`config.mk`:
```
export PLATFORM = sky130hd
export DESIGN_NAME = vrc_cfg_bank
export DESIGN_NICKNAME = d
export VERILOG_FILES = /design/src/hdl/vrc_cfg_pkg.sv /design/src/hdl/vrc_cfg_bank.sv /design/src/hdl/vrc_interval_tick.sv
export VERILOG_INCLUDE_DIRS = /design/src /design/src/hdl
export SDC_FILE = /design/constraint.sdc
export NUM_CORES = 1
export LEC_CHECK = 0
export BUFFER_PORTS_ARGS = -buffer_cell sky130_fd_sc_hd__buf_4
export CORE_MARGIN = 4
export CORE_UTILIZATION = 35
export CTS_CLUSTER_DIAMETER = 60
export DETAILED_ROUTE_END_ITERATION = 8
export SYNTH_ARGS = -nofsm -noshare
export SYNTH_HDL_FRONTEND = slang
export SYNTH_SLANG_ARGS = --single-unit
```
`constraint.sdc`:
```
create_clock -name clk_sys -period 6 [get_ports clk_sys]
set_input_delay 0.6 -clock clk_sys [delete_from_list [all_inputs] [get_ports clk_sys]]
set_output_delay 0.6 -clock clk_sys [all_outputs]
set_load 0.03 [all_outputs]
```
`src/hdl/vrc_cfg_regs.svh`:
```
// register codes, field positions, reset values and timing counts of the config bank
`ifndef VRC_CFG_REGS_SVH
`define VRC_CFG_REGS_SVH

// ============================================================
// command codes
`define VRC_CODE_OUTPUT_TRIM_STEPS 16'h00FA
`define VRC_CODE_MIN_PHASE_PER_STATE 16'h00FB
`define VRC_CODE_LINK_TEMP_ZONE 16'hFE02
`define VRC_CODE_LINK_OUTPUT_CURRENT 16'hFE03
`define VRC_CODE_LINK_LAST_VID 16'hFE04
`define VRC_CODE_LINK_LAST_PSTATE 16'hFE05
`define VRC_CODE_LINK_OFFSET 16'hFE06
`define VRC_CODE_ENERGY_THREAD 16'hFE07
`define VRC_CODE_LINK_MAX_CURRENT 16'hFE08
`define VRC_CODE_LINK_MAX_TEMP 16'hFE09
`define VRC_CODE_LINK_FAST_SLEW 16'hFE0A
`define VRC_CODE_LINK_SLOW_SLEW 16'hFE0B

// ============================================================
// field positions
`define VRC_TRIM_W 8
`define VRC_SHED_W 13
`define VRC_PH0_LSB 0
`define VRC_PH1_LSB 3
`define VRC_FRACT_LSB 6
`define VRC_FRACT_W 4
`define VRC_PH2_LSB 10
`define VRC_PH_W 3
`define VRC_VID_W 10
`define VRC_MIRROR_W 8
`define VRC_THREAD_W 20
`define VRC_POWER_W 16
`define VRC_ENERGY_W 40
`define VRC_PH_MIN 3'h1
`define VRC_PH_MAX 3'h6

// ============================================================
// reset values
`define VRC_RST_TRIM 8'h00
`define VRC_RST_SHED 13'h0449
`define VRC_RST_MIRROR 8'h00
`define VRC_RST_VID 10'h000
`define VRC_RST_THREAD 20'h00000

// ============================================================
// timing
`define VRC_CLK_KHZ 250000
`define VRC_INTERVAL_US 1200
`define VRC_INTERVAL_CYCLES ((`VRC_INTERVAL_US * `VRC_CLK_KHZ) / 1000)

`endif

```
`src/hdl/vrc_cfg_pkg.sv`:
```
// types shared by the voltage-regulator configuration bank
package vrc_cfg_pkg;
`include "vrc_cfg_regs.svh"

    typedef enum logic [1:0] {
        VRC_EN_IDLE,
        VRC_EN_RUN,
        VRC_EN_DONE
    } vrc_energy_state_t;

    typedef struct packed {
        logic valid;
        logic write;
        logic [15:0] code;
        logic [31:0] wdata;
    } vrc_cmd_t;

    typedef struct packed {
        logic valid;
        logic unmapped;
        logic [31:0] data;
    } vrc_rsp_t;

    typedef struct packed {
        logic vid_valid;
        logic [`VRC_VID_W-1:0] vid;
        logic pstate_valid;
        logic [`VRC_MIRROR_W-1:0] pstate;
        logic temp_valid;
        logic [`VRC_MIRROR_W-1:0] temp;
        logic iout_valid;
        logic [`VRC_MIRROR_W-1:0] iout;
        logic offset_valid;
        logic [`VRC_MIRROR_W-1:0] offset;
    } vrc_link_upd_t;

    typedef struct packed {
        logic [`VRC_MIRROR_W-1:0] temp_zone;
        logic [`VRC_MIRROR_W-1:0] iout;
        logic [`VRC_MIRROR_W-1:0] offset;
        logic [`VRC_MIRROR_W-1:0] max_current;
        logic [`VRC_MIRROR_W-1:0] max_temp;
        logic [`VRC_MIRROR_W-1:0] fast_slew;
        logic [`VRC_MIRROR_W-1:0] slow_slew;
    } vrc_link_view_t;

    typedef struct packed {
        logic [`VRC_TRIM_W-1:0] trim;
        logic [`VRC_SHED_W-1:0] shed;
        vrc_link_view_t view;
        logic [`VRC_VID_W-1:0] vid;
        logic [`VRC_MIRROR_W-1:0] pstate;
        logic [`VRC_THREAD_W-1:0] thread;
        vrc_energy_state_t en_state;
        logic [`VRC_THREAD_W:0] en_count;
        logic [`VRC_ENERGY_W-1:0] en_total;
        logic [`VRC_VID_W-1:0] setpoint;
        logic [`VRC_PH_W-1:0] min_phases;
        vrc_rsp_t rsp;
        logic unsup;
    } vrc_state_t;
endpackage

```
`src/hdl/vrc_cfg_bank.sv`:
```
// configuration and status command bank of a multiphase regulator controller
// What this block does
// - trim is signed VID steps onto setpoint
// - trim applies only under management-bus control
// - phase minimum above configured count: discard, flag
// - state-zero minimum unless link commands other
// - bits 2:0 state-zero minimum, 001..110
// - bits 5:3 state-one minimum, link only
// - bits 12:10 state-two minimum, link only
// - link mirrors writable only when lock released
// - link mirrors volatile, never saved or restored
// - VID mirror reports last commanded 10-bit code
// - power state mirror reports last link command
// - mirrors map link registers 12h, 15h, 33h
// - energy command starts per-interval power accumulation
// - accumulate until 20-bit interval count reached
// - max-current mirror only reports, no protection
// - max-temperature mirror only reports, no protection
// - slew mirrors report only, real rates elsewhere
`timescale 1ns/1ps
`include "vrc_cfg_regs.svh"
module vrc_cfg_bank #(
    parameter int INTERVAL_CYCLES = `VRC_INTERVAL_CYCLES
) (
    input wire logic clk_sys,
    input wire logic resetn,
    input vrc_cfg_pkg::vrc_cmd_t cmd,
    output vrc_cfg_pkg::vrc_rsp_t rsp,
    output logic cml_unsupported_data_set,
    input wire logic [`VRC_PH_W-1:0] configured_phases,
    input wire logic link_control,
    input wire logic link_register_lock_released,
    input wire logic [`VRC_VID_W-1:0] vout_command_vid,
    input vrc_cfg_pkg::vrc_link_upd_t link_upd,
    output vrc_cfg_pkg::vrc_link_view_t link_view,
    output logic [`VRC_VID_W-1:0] setpoint_vid,
    output logic [`VRC_PH_W-1:0] min_phases_active,
    output logic [`VRC_FRACT_W-1:0] skip_offset_fraction,
    input wire logic [`VRC_POWER_W-1:0] interval_avg_power,
    output logic [`VRC_ENERGY_W-1:0] energy_total,
    output logic energy_running,
    output logic energy_done
);
    localparam int TICK_W = $clog2(INTERVAL_CYCLES + 1);
    localparam logic [TICK_W-1:0] TICK_PERIOD = TICK_W'(INTERVAL_CYCLES);
    localparam logic [`VRC_THREAD_W:0] THREAD_FULL = 21'h100000;

    vrc_cfg_pkg::vrc_state_t st_reg;
    vrc_cfg_pkg::vrc_state_t st_next;
    logic interval_tick;
    logic restart;

    // ============================================================
    // interval divider
    // a rewrite mid-run clears the divider, else the first new interval runs short
    vrc_interval_tick #(
        .CNT_W(TICK_W),
        .PERIOD(TICK_PERIOD)
    ) u_tick (
        .clk_sys(clk_sys),
        .resetn(resetn),
        .run(st_reg.en_state == vrc_cfg_pkg::VRC_EN_RUN && !restart),
        .tick(interval_tick)
    );

    // ============================================================
    // helpers
    function automatic logic ph_ok(input logic [`VRC_PH_W-1:0] v,
                                   input logic [`VRC_PH_W-1:0] cfg);
        ph_ok = (v >= `VRC_PH_MIN) && (v <= `VRC_PH_MAX) && (v <= cfg);
    endfunction

    logic wr;
    logic rd;
    logic unlocked_wr;
    logic [`VRC_PH_W-1:0] w_ph0;
    logic [`VRC_PH_W-1:0] w_ph1;
    logic [`VRC_PH_W-1:0] w_ph2;
    logic signed [11:0] trimmed;
    logic [`VRC_THREAD_W:0] target;

    assign wr = cmd.valid && cmd.write;
    assign rd = cmd.valid && !cmd.write;
    assign restart = wr && (cmd.code == `VRC_CODE_ENERGY_THREAD);
    assign unlocked_wr = wr && link_register_lock_released;
    assign w_ph0 = cmd.wdata[`VRC_PH0_LSB +: `VRC_PH_W];
    assign w_ph1 = cmd.wdata[`VRC_PH1_LSB +: `VRC_PH_W];
    assign w_ph2 = cmd.wdata[`VRC_PH2_LSB +: `VRC_PH_W];
    // signed trim widened to 12 bits so a negative offset cannot wrap
    assign trimmed = $signed({2'h0, vout_command_vid}) +
        12'($signed(st_reg.trim));
    // a zero count stands for the full 2^20 intervals
    assign target = (st_reg.thread == '0) ? THREAD_FULL :
        {1'b0, st_reg.thread};

    // ============================================================
    // next state
    always_comb begin
        st_next = st_reg;
        st_next.rsp.valid = 1'b0;
        st_next.rsp.unmapped = 1'b0;
        st_next.unsup = 1'b0;

        // host writes
        if (wr) begin
            case (cmd.code)
                `VRC_CODE_OUTPUT_TRIM_STEPS: begin
                    st_next.trim = cmd.wdata[`VRC_TRIM_W-1:0];
                end
                `VRC_CODE_MIN_PHASE_PER_STATE: begin
                    if (ph_ok(w_ph0, configured_phases) &&
                        ph_ok(w_ph1, configured_phases) &&
                        ph_ok(w_ph2, configured_phases)) begin
                        st_next.shed = cmd.wdata[`VRC_SHED_W-1:0];
                    end else begin
                        st_next.unsup = 1'b1;
                    end
                end
                `VRC_CODE_ENERGY_THREAD: begin
                    st_next.thread = cmd.wdata[`VRC_THREAD_W-1:0];
                    st_next.en_state = vrc_cfg_pkg::VRC_EN_RUN;
                    st_next.en_count = '0;
                    st_next.en_total = '0;
                end
                default: begin
                end
            endcase
        end

        // lock-gated mirrors; a locked write falls through untouched
        if (unlocked_wr) begin
            case (cmd.code)
                `VRC_CODE_LINK_TEMP_ZONE: st_next.view.temp_zone = cmd.wdata[7:0];
                `VRC_CODE_LINK_OUTPUT_CURRENT: st_next.view.iout = cmd.wdata[7:0];
                `VRC_CODE_LINK_LAST_VID: st_next.vid = cmd.wdata[`VRC_VID_W-1:0];
                `VRC_CODE_LINK_LAST_PSTATE: st_next.pstate = cmd.wdata[7:0];
                `VRC_CODE_LINK_OFFSET: st_next.view.offset = cmd.wdata[7:0];
                `VRC_CODE_LINK_MAX_CURRENT: st_next.view.max_current = cmd.wdata[7:0];
                `VRC_CODE_LINK_MAX_TEMP: st_next.view.max_temp = cmd.wdata[7:0];
                `VRC_CODE_LINK_FAST_SLEW: st_next.view.fast_slew = cmd.wdata[7:0];
                `VRC_CODE_LINK_SLOW_SLEW: st_next.view.slow_slew = cmd.wdata[7:0];
                default: begin
                end
            endcase
        end

        // link updates land after host writes, so a live command wins the cycle
        if (link_upd.vid_valid) begin
            st_next.vid = link_upd.vid;
        end
        if (link_upd.pstate_valid) begin
            st_next.pstate = link_upd.pstate;
        end
        if (link_upd.temp_valid) begin
            st_next.view.temp_zone = link_upd.temp;
        end
        if (link_upd.iout_valid) begin
            st_next.view.iout = link_upd.iout;
        end
        if (link_upd.offset_valid) begin
            st_next.view.offset = link_upd.offset;
        end

        // energy accumulation
        case (st_reg.en_state)
            vrc_cfg_pkg::VRC_EN_RUN: begin
                if (interval_tick && !(wr && cmd.code == `VRC_CODE_ENERGY_THREAD)) begin
                    st_next.en_total = st_reg.en_total +
                        `VRC_ENERGY_W'(interval_avg_power);
                    st_next.en_count = st_reg.en_count + 1'b1;
                    if (st_reg.en_count + 1'b1 == target) begin
                        st_next.en_state = vrc_cfg_pkg::VRC_EN_DONE;
                    end
                end
            end
            vrc_cfg_pkg::VRC_EN_IDLE: begin
            end
            vrc_cfg_pkg::VRC_EN_DONE: begin
            end
            default: begin
                st_next.en_state = vrc_cfg_pkg::VRC_EN_IDLE;
            end
        endcase

        // setpoint: trim only in the management-bus domain, clamped to the code range
        if (link_control) begin
            st_next.setpoint = st_reg.vid;
        end else if (trimmed < 12'sd0) begin
            st_next.setpoint = '0;
        end else if (trimmed > 12'sd1023) begin
            st_next.setpoint = '1;
        end else begin
            st_next.setpoint = trimmed[`VRC_VID_W-1:0];
        end

        // power-state minimum selection
        if (link_control && st_reg.pstate == 8'h01) begin
            st_next.min_phases = st_reg.shed[`VRC_PH1_LSB +: `VRC_PH_W];
        end else if (link_control && st_reg.pstate == 8'h02) begin
            st_next.min_phases = st_reg.shed[`VRC_PH2_LSB +: `VRC_PH_W];
        end else begin
            st_next.min_phases = st_reg.shed[`VRC_PH0_LSB +: `VRC_PH_W];
        end

        // reads answer one cycle later from flip-flops
        if (rd) begin
            st_next.rsp.valid = 1'b1;
            st_next.rsp.data = '0;
            case (cmd.code)
                `VRC_CODE_OUTPUT_TRIM_STEPS: st_next.rsp.data[7:0] = st_reg.trim;
                `VRC_CODE_MIN_PHASE_PER_STATE: st_next.rsp.data[12:0] = st_reg.shed;
                `VRC_CODE_LINK_TEMP_ZONE: st_next.rsp.data[7:0] = st_reg.view.temp_zone;
                `VRC_CODE_LINK_OUTPUT_CURRENT: st_next.rsp.data[7:0] = st_reg.view.iout;
                `VRC_CODE_LINK_LAST_VID: st_next.rsp.data[9:0] = st_reg.vid;
                `VRC_CODE_LINK_LAST_PSTATE: st_next.rsp.data[7:0] = st_reg.pstate;
                `VRC_CODE_LINK_OFFSET: st_next.rsp.data[7:0] = st_reg.view.offset;
                `VRC_CODE_ENERGY_THREAD: st_next.rsp.data[19:0] = st_reg.thread;
                `VRC_CODE_LINK_MAX_CURRENT: st_next.rsp.data[7:0] = st_reg.view.max_current;
                `VRC_CODE_LINK_MAX_TEMP: st_next.rsp.data[7:0] = st_reg.view.max_temp;
                `VRC_CODE_LINK_FAST_SLEW: st_next.rsp.data[7:0] = st_reg.view.fast_slew;
                `VRC_CODE_LINK_SLOW_SLEW: st_next.rsp.data[7:0] = st_reg.view.slow_slew;
                default: st_next.rsp.unmapped = 1'b1;
            endcase
        end
    end

    // ============================================================
    // state register
    // no storage image is loaded or saved: every mirror restarts at its reset value
    always_ff @(posedge clk_sys or negedge resetn) begin
        if (!resetn) begin
            st_reg <= '0;
            st_reg.trim <= `VRC_RST_TRIM;
            st_reg.shed <= `VRC_RST_SHED;
            st_reg.view <= '0;
            st_reg.vid <= `VRC_RST_VID;
            st_reg.pstate <= `VRC_RST_MIRROR;
            st_reg.thread <= `VRC_RST_THREAD;
            st_reg.min_phases <= `VRC_PH_MIN;
            st_reg.en_state <= vrc_cfg_pkg::VRC_EN_IDLE;
        end else begin
            st_reg <= st_next;
        end
    end

    // ============================================================
    // outputs
    // the link view carries report values only; no protection path reads them
    assign link_view = st_reg.view;
    assign rsp = st_reg.rsp;
    assign cml_unsupported_data_set = st_reg.unsup;
    assign setpoint_vid = st_reg.setpoint;
    assign min_phases_active = st_reg.min_phases;
    assign skip_offset_fraction = st_reg.shed[`VRC_FRACT_LSB +: `VRC_FRACT_W];
    assign energy_total = st_reg.en_total;
    assign energy_running = (st_reg.en_state == vrc_cfg_pkg::VRC_EN_RUN);
    assign energy_done = (st_reg.en_state == vrc_cfg_pkg::VRC_EN_DONE);
endmodule

```
`src/hdl/vrc_interval_tick.sv`:
```
// free interval divider: one-cycle tick every PERIOD cycles while run is high
`timescale 1ns/1ps
module vrc_interval_tick #(
    parameter int CNT_W = 20,
    parameter logic [CNT_W-1:0] PERIOD = 20'h493E0
) (
    input wire logic clk_sys,
    input wire logic resetn,
    input wire logic run,
    output logic tick
);
    typedef struct packed {
        logic [CNT_W-1:0] cnt;
        logic tick;
    } vrc_tick_state_t;

    vrc_tick_state_t st_reg;
    vrc_tick_state_t st_next;

    // ============================================================
    // counter
    // restarting from zero on every start keeps the first interval full length
    always_comb begin
        st_next = st_reg;
        st_next.tick = 1'b0;
        if (!run) begin
            st_next.cnt = '0;
        end else if (st_reg.cnt == PERIOD - 1'b1) begin
            st_next.cnt = '0;
            st_next.tick = 1'b1;
        end else begin
            st_next.cnt = st_reg.cnt + 1'b1;
        end
    end

    always_ff @(posedge clk_sys or negedge resetn) begin
        if (!resetn) begin
            st_reg <= '0;
        end else begin
            st_reg <= st_next;
        end
    end

    assign tick = st_reg.tick;
endmodule

```
# After elaboration in Yosys (flattened, before gate mapping)
# Cells that the tools add are included.
# Widths: inputs -> output; s select.
# classes
addsub	4
magnitude_cmp	11
eq_ne	18
n_mux	40
n_reduce_logical	44
# op_table
operator	n
$mux 63	3
$eq 16x16->1 const B	10
$mux 8	12
$pmux 8 s12	1
$mux 74	1
$mux 61	1
$mux 10	5
$add 40x16->40	1
$mux 19	2
$mux 34	1
$eq 16x8->1 const B	2
$reduce_and 2->1	11
$add 21x1->21 const B	1
$eq 21x21->1	1
$mux 21	1
$logic_not 20->1	1
$reduce_bool 2->1	10
$add 19x1->19 const B	1
$eq 19x19->1 const B	1
$logic_and 1x1->1	16
$add 11x8->12	1
$gt 12x11->1 const B	1
$lt 12x1->1 const B	1
$reduce_or 12->1	1
18 further kinds	31
# totals
regBits	234
in_bits	130
output_inout_bits	150
wordCells	140

# Depth between registers and ports, before layout
# depth
word_depth	8
mapped_depth	11
depth_no_buf	10

# Cells and area by module
# Synthesis repeated with hierarchy kept, for this count alone.
# unflattened
hier_cells	1511
area_unflattened_um2	14131.1
# by_module_without_submodules
mod	n_inst	cells_each	area_per_inst_um2	seq_area_each_um2
vrc_cfg_bank	1	1410	13083.8	5361.4
vrc_interval_tick	1	101	1047.3	500.5

# Least setup slack after synthesis
# No wires, ideal clock.
# synth_timing
kind	input port to flip-flop
start	input port vout_command_vid[1]
end	register st_reg, in the netlist setpoint_vid[1]
setup_ps	121
t_arrival_ps	2783
t_required_ps	5879
slack_ps	3096
cell_stages	9
n_path_buf	1
cell_sequence	ha_1 -> a211o_1 -> a211o_1 -> nor4bb_1 -> or2_1 -> and4b_1 -> buf_2 -> or3b_1 -> a22o_1
# synth_rtl
item	line	rtl
start, declared	vrc_cfg_bank.sv:33	input wire logic [`VRC_VID_W-1:0] vout_command_vid,
end signal, assigned	vrc_cfg_bank.sv:242	st_reg <= st_next;
end, declared	vrc_cfg_bank.sv:48	vrc_cfg_pkg::vrc_state_t st_reg;

==> impl_metrics.yaml <==
sta:
  finalMaxSlewViolations: 0
  tightest_slew_ns: 0.961
  setup_viol_count_final: 0
  fin_tns_setup_ns: 0
  fmax_mhz: 329
  finalHoldViolations: 0
  fin_crit_sh_pct: 50.6
  fin_skew_ns: 0.0231
  period_minus_slack_ns: 3.04
  rsz0062_at_grt: "false"
  max-slew-margin-rel_pct: 35.8
critical_path:
  r2r_cells: 10
  setup.worst_path.class: "flop to flop"
  reg2reg_slack_ns: 2.96
  critPathCaptureType: "flop"
  cp_max_fo: 10
  r2r-start: "energy_total[0]"
  crit_start: "energy_total[0]"
  cp.required_ns: 6.49
  critPathArrivalTime_ns: 3.52
  r2r-end: "energy_total[36]"
  cp-start-kind: "flop"
clock_tree:
  clock_sinks: 234
  post_cts_resized: 0
  path_clk_slew_ns: 0.06
  cts_max_level: 1
  worst_skew_pair.late_latency_ns: 0.58
  max-clock-path-buffers: 3
  cts_setup_buffers: 0
  holdBufCountCts: 0
  cts-buffers-inserted: 29
  cts_tree: "yes"
  cts-root-buf: "clkbuf_16"
yosys:
  synthCells: 1542
  synth-compound-area-share_pct: 12.6
  synth.top_cell.area_share_pct: 39.8
  syn_area_per_cell_um2: 9.35
  ys_top_cells_by_area: "dfrtp_1, buf_4, nand2_1, mux2i_1, ha_1"
  yosys_warnings: 0
  synthArstFlopShare_pct: 100
  synth_top_family_by_area: "simple AND/OR/NAND/NOR gates"
  synth_fa_ha_area_share_pct: 3.58
  ys_seq_area_share_pct: 40.7
  synthSimpleGateAreaFrac_pct: 18.7
  synth_xor_area_share_pct: 5.32
  syn_area_um2: 14400
  synth_ff_type: "dfrtp_1"
  yosysTopAreaCell: "dfrtp_1"
  muxShareOfSynthArea_pct: 8.40
  synth_seq_cells: 234
  synth-edff-count: 0
  synth_cell_types: 89
finish:
  nFillCells: 4078
  largest_reg_flops: 78
  regArea_um2: 5860
  finalInstanceArea_um2: 16700
  layout_commonest_cell: "buf_4"
  multiInputGateArea_um2: 7050
  final_nets: 1797
  syn2layout_area_growth_pct: 16.0
  drive_above_1_share_pct: 22.8
  layout_common_cells: "buf_4, nand2_1, dfrtp_1, nor2_1, mux2i_1"
routing:
  drtIter0Drc: 795
  viasPerCell: 5.29
  finalWirelength_um: 42800
  avgRoutedWirePerCell_um: 19.6
  routed-via-count: 11600
  drc_errors: 0
  detail_route.first_pass.iterations: 7
  detail-route-antenna-nets: 0
die:
  die_h_um: 211
  start_util_pct: 35.4
  num_rows: 74
  core_area_um2: 40700
  die_width_um: 211
  die_area_um2: 44500
  io_pins: 280
grt:
  use_met2_pct: 29.7
  busiest_layer: "met2"
  globalRouteMet3Util_pct: 4.14
  grt_use_met1_pct: 25.9
  overflow: 0
  track_usage_pct: 18.9
  grt_max_degree: 159
  grt_pass1_wl_um: 67100
  antenna_found_initial: 2
  grt_pass1_vias: 11600
power:
  share_comb_of_total_power_pct: 10.9
  pwr-share-seq_pct: 41.9
  p_int_mw: 2.94
  switching_power_mw: 1.03
  power_density_nw_per_um2: 238
  cellLeakagePower_nw: 7.98
  switching_share_pct: 26.0
  clkPwrFrac_pct: 47.3
  vdd_drop_max_uv: 220
place:
  placedInstanceArea_um2: 15700
  io_buffers: 255
  gp_congestion: 0.915
  dp_hpwl_um: 31200
run_status:
  outcome: "finished clean"
run:
  max-cap-violations: 0
min_path:
  hold_class: "primary input to asynchronous set/reset pin"
==> power by group through the flow <==
stage | Clock, mW | Sequential (mW) | Combinational, mW
detailed placement | 0 | 1.69 | 0.435
finish | 1.88 | 1.67 | 0.432
CTS | 1.93 | 1.67 | 0.436
floorplan | 0 | 1.67 | 0.283
global placement | 0 | 1.69 | 0.429
global route | 1.99 | 1.67 | 0.476
==> layer usage <==
layer / up-vias / wire [µm]
met4: 0 / 1360
met2: 390 / 19600
met5: - / 0
li1: 5458 / -
met1: 5640 / 18900
met3: 72 / 2970
==> worst max-delay path by stage <==
stage | end | slack [ns] | depth (start not counted)
2_1_floorplan | setpoint_vid[1] | 3.10 | 9
3_3_place_gp | st_reg[119] | 2.60 | 9
3_5_place_dp | st_reg[129] | 2.54 | 9
4_1_cts | energy_total[20] | 2.98 | 10
5_1_grt | energy_total[36] | 2.72 | 10
6_report | energy_total[36] | 2.96 | 10
==> cell type report <==
class | count | share of cell area [%]
Multi-Input combinational cell | 1070 | 42.2
Sequential cell | 234 | 35.1
Inverter | 28 | 0.629
Clock buffer | 42 | 5.11
Tap cell | 532 | 3.98
Clock inverter | 12 | 1.03
Timing Repair Buffer | 264 | 12.0
Antenna cell | 2 | 0.0299
==> Yosys cell counts, types with 11 or more instances <==
cell type and instances:
mux2_1 20, dfrtp_1 229, a221oi_1 16, nor4_1 11, xnor2_1 40, mux2_2 28
clkbuf_1 52, buf_4 149, nand4_1 20, nor3_1 26, nand2_1 232, ha_1 38
mux2i_1 67, o21ai_1 22, o22ai_1 14, nand3_1 42, nand2b_1 21, o21a_1 12
o21ai_0 59, nor2_1 101, o31ai_1 13, xor2_1 45, inv_1 28, and3_1 20
a21oi_1 40
==> worst max-delay path, stage by stage (launching register included) <==
cell	delay [ns]
dfrtp_1	0.37
ha_1	0.22
inv_1	0.07
fa_1	0.37
nor2b_1	0.16
o21ai_0	0.13
a21boi_0	0.49
o211a_1	0.43
o21ai_0	0.23
o21ai_0	0.29
mux2i_1	0.21
==> cells by family (layout without fill, tap and decap cells) <==
logic type / after synthesis / in the layout
AND/OR/NAND/NOR: 547 / 547
AO/OA/AOI/OAI: 270 / 270
other: 1 / 14
buffers and inverters: 249 / 346
adder cells (fa/ha/maj): 40 / 40
XOR/XNOR: 86 / 86
multiplexers: 115 / 115
flip-flops: 234 / 234
==> metrics by stage <==
| stage | instances | hold WS, ns | worst slack [ns] | utilization, % | power [mW] |
|---|---|---|---|---|---|
| final | 2184 | 0.0434 | 2.96 | 41.0 | 3.98 |
| after global routing | 2184 | 0.0797 | 2.72 | 41.0 | 4.13 |
| after CTS | 2182 | 0.0456 | 2.98 | 41.0 | 4.03 |
| after detailed placement | 2128 | 0.466 | 2.54 | 38.5 | 2.13 |
| after global placement | 2128 | 0.452 | 2.60 | 38.5 | 2.12 |
| after floorplan | 1553 | 0.304 | 3.10 | - | 1.95 |
Note: power is estimated with default switching activity, not from simulation.
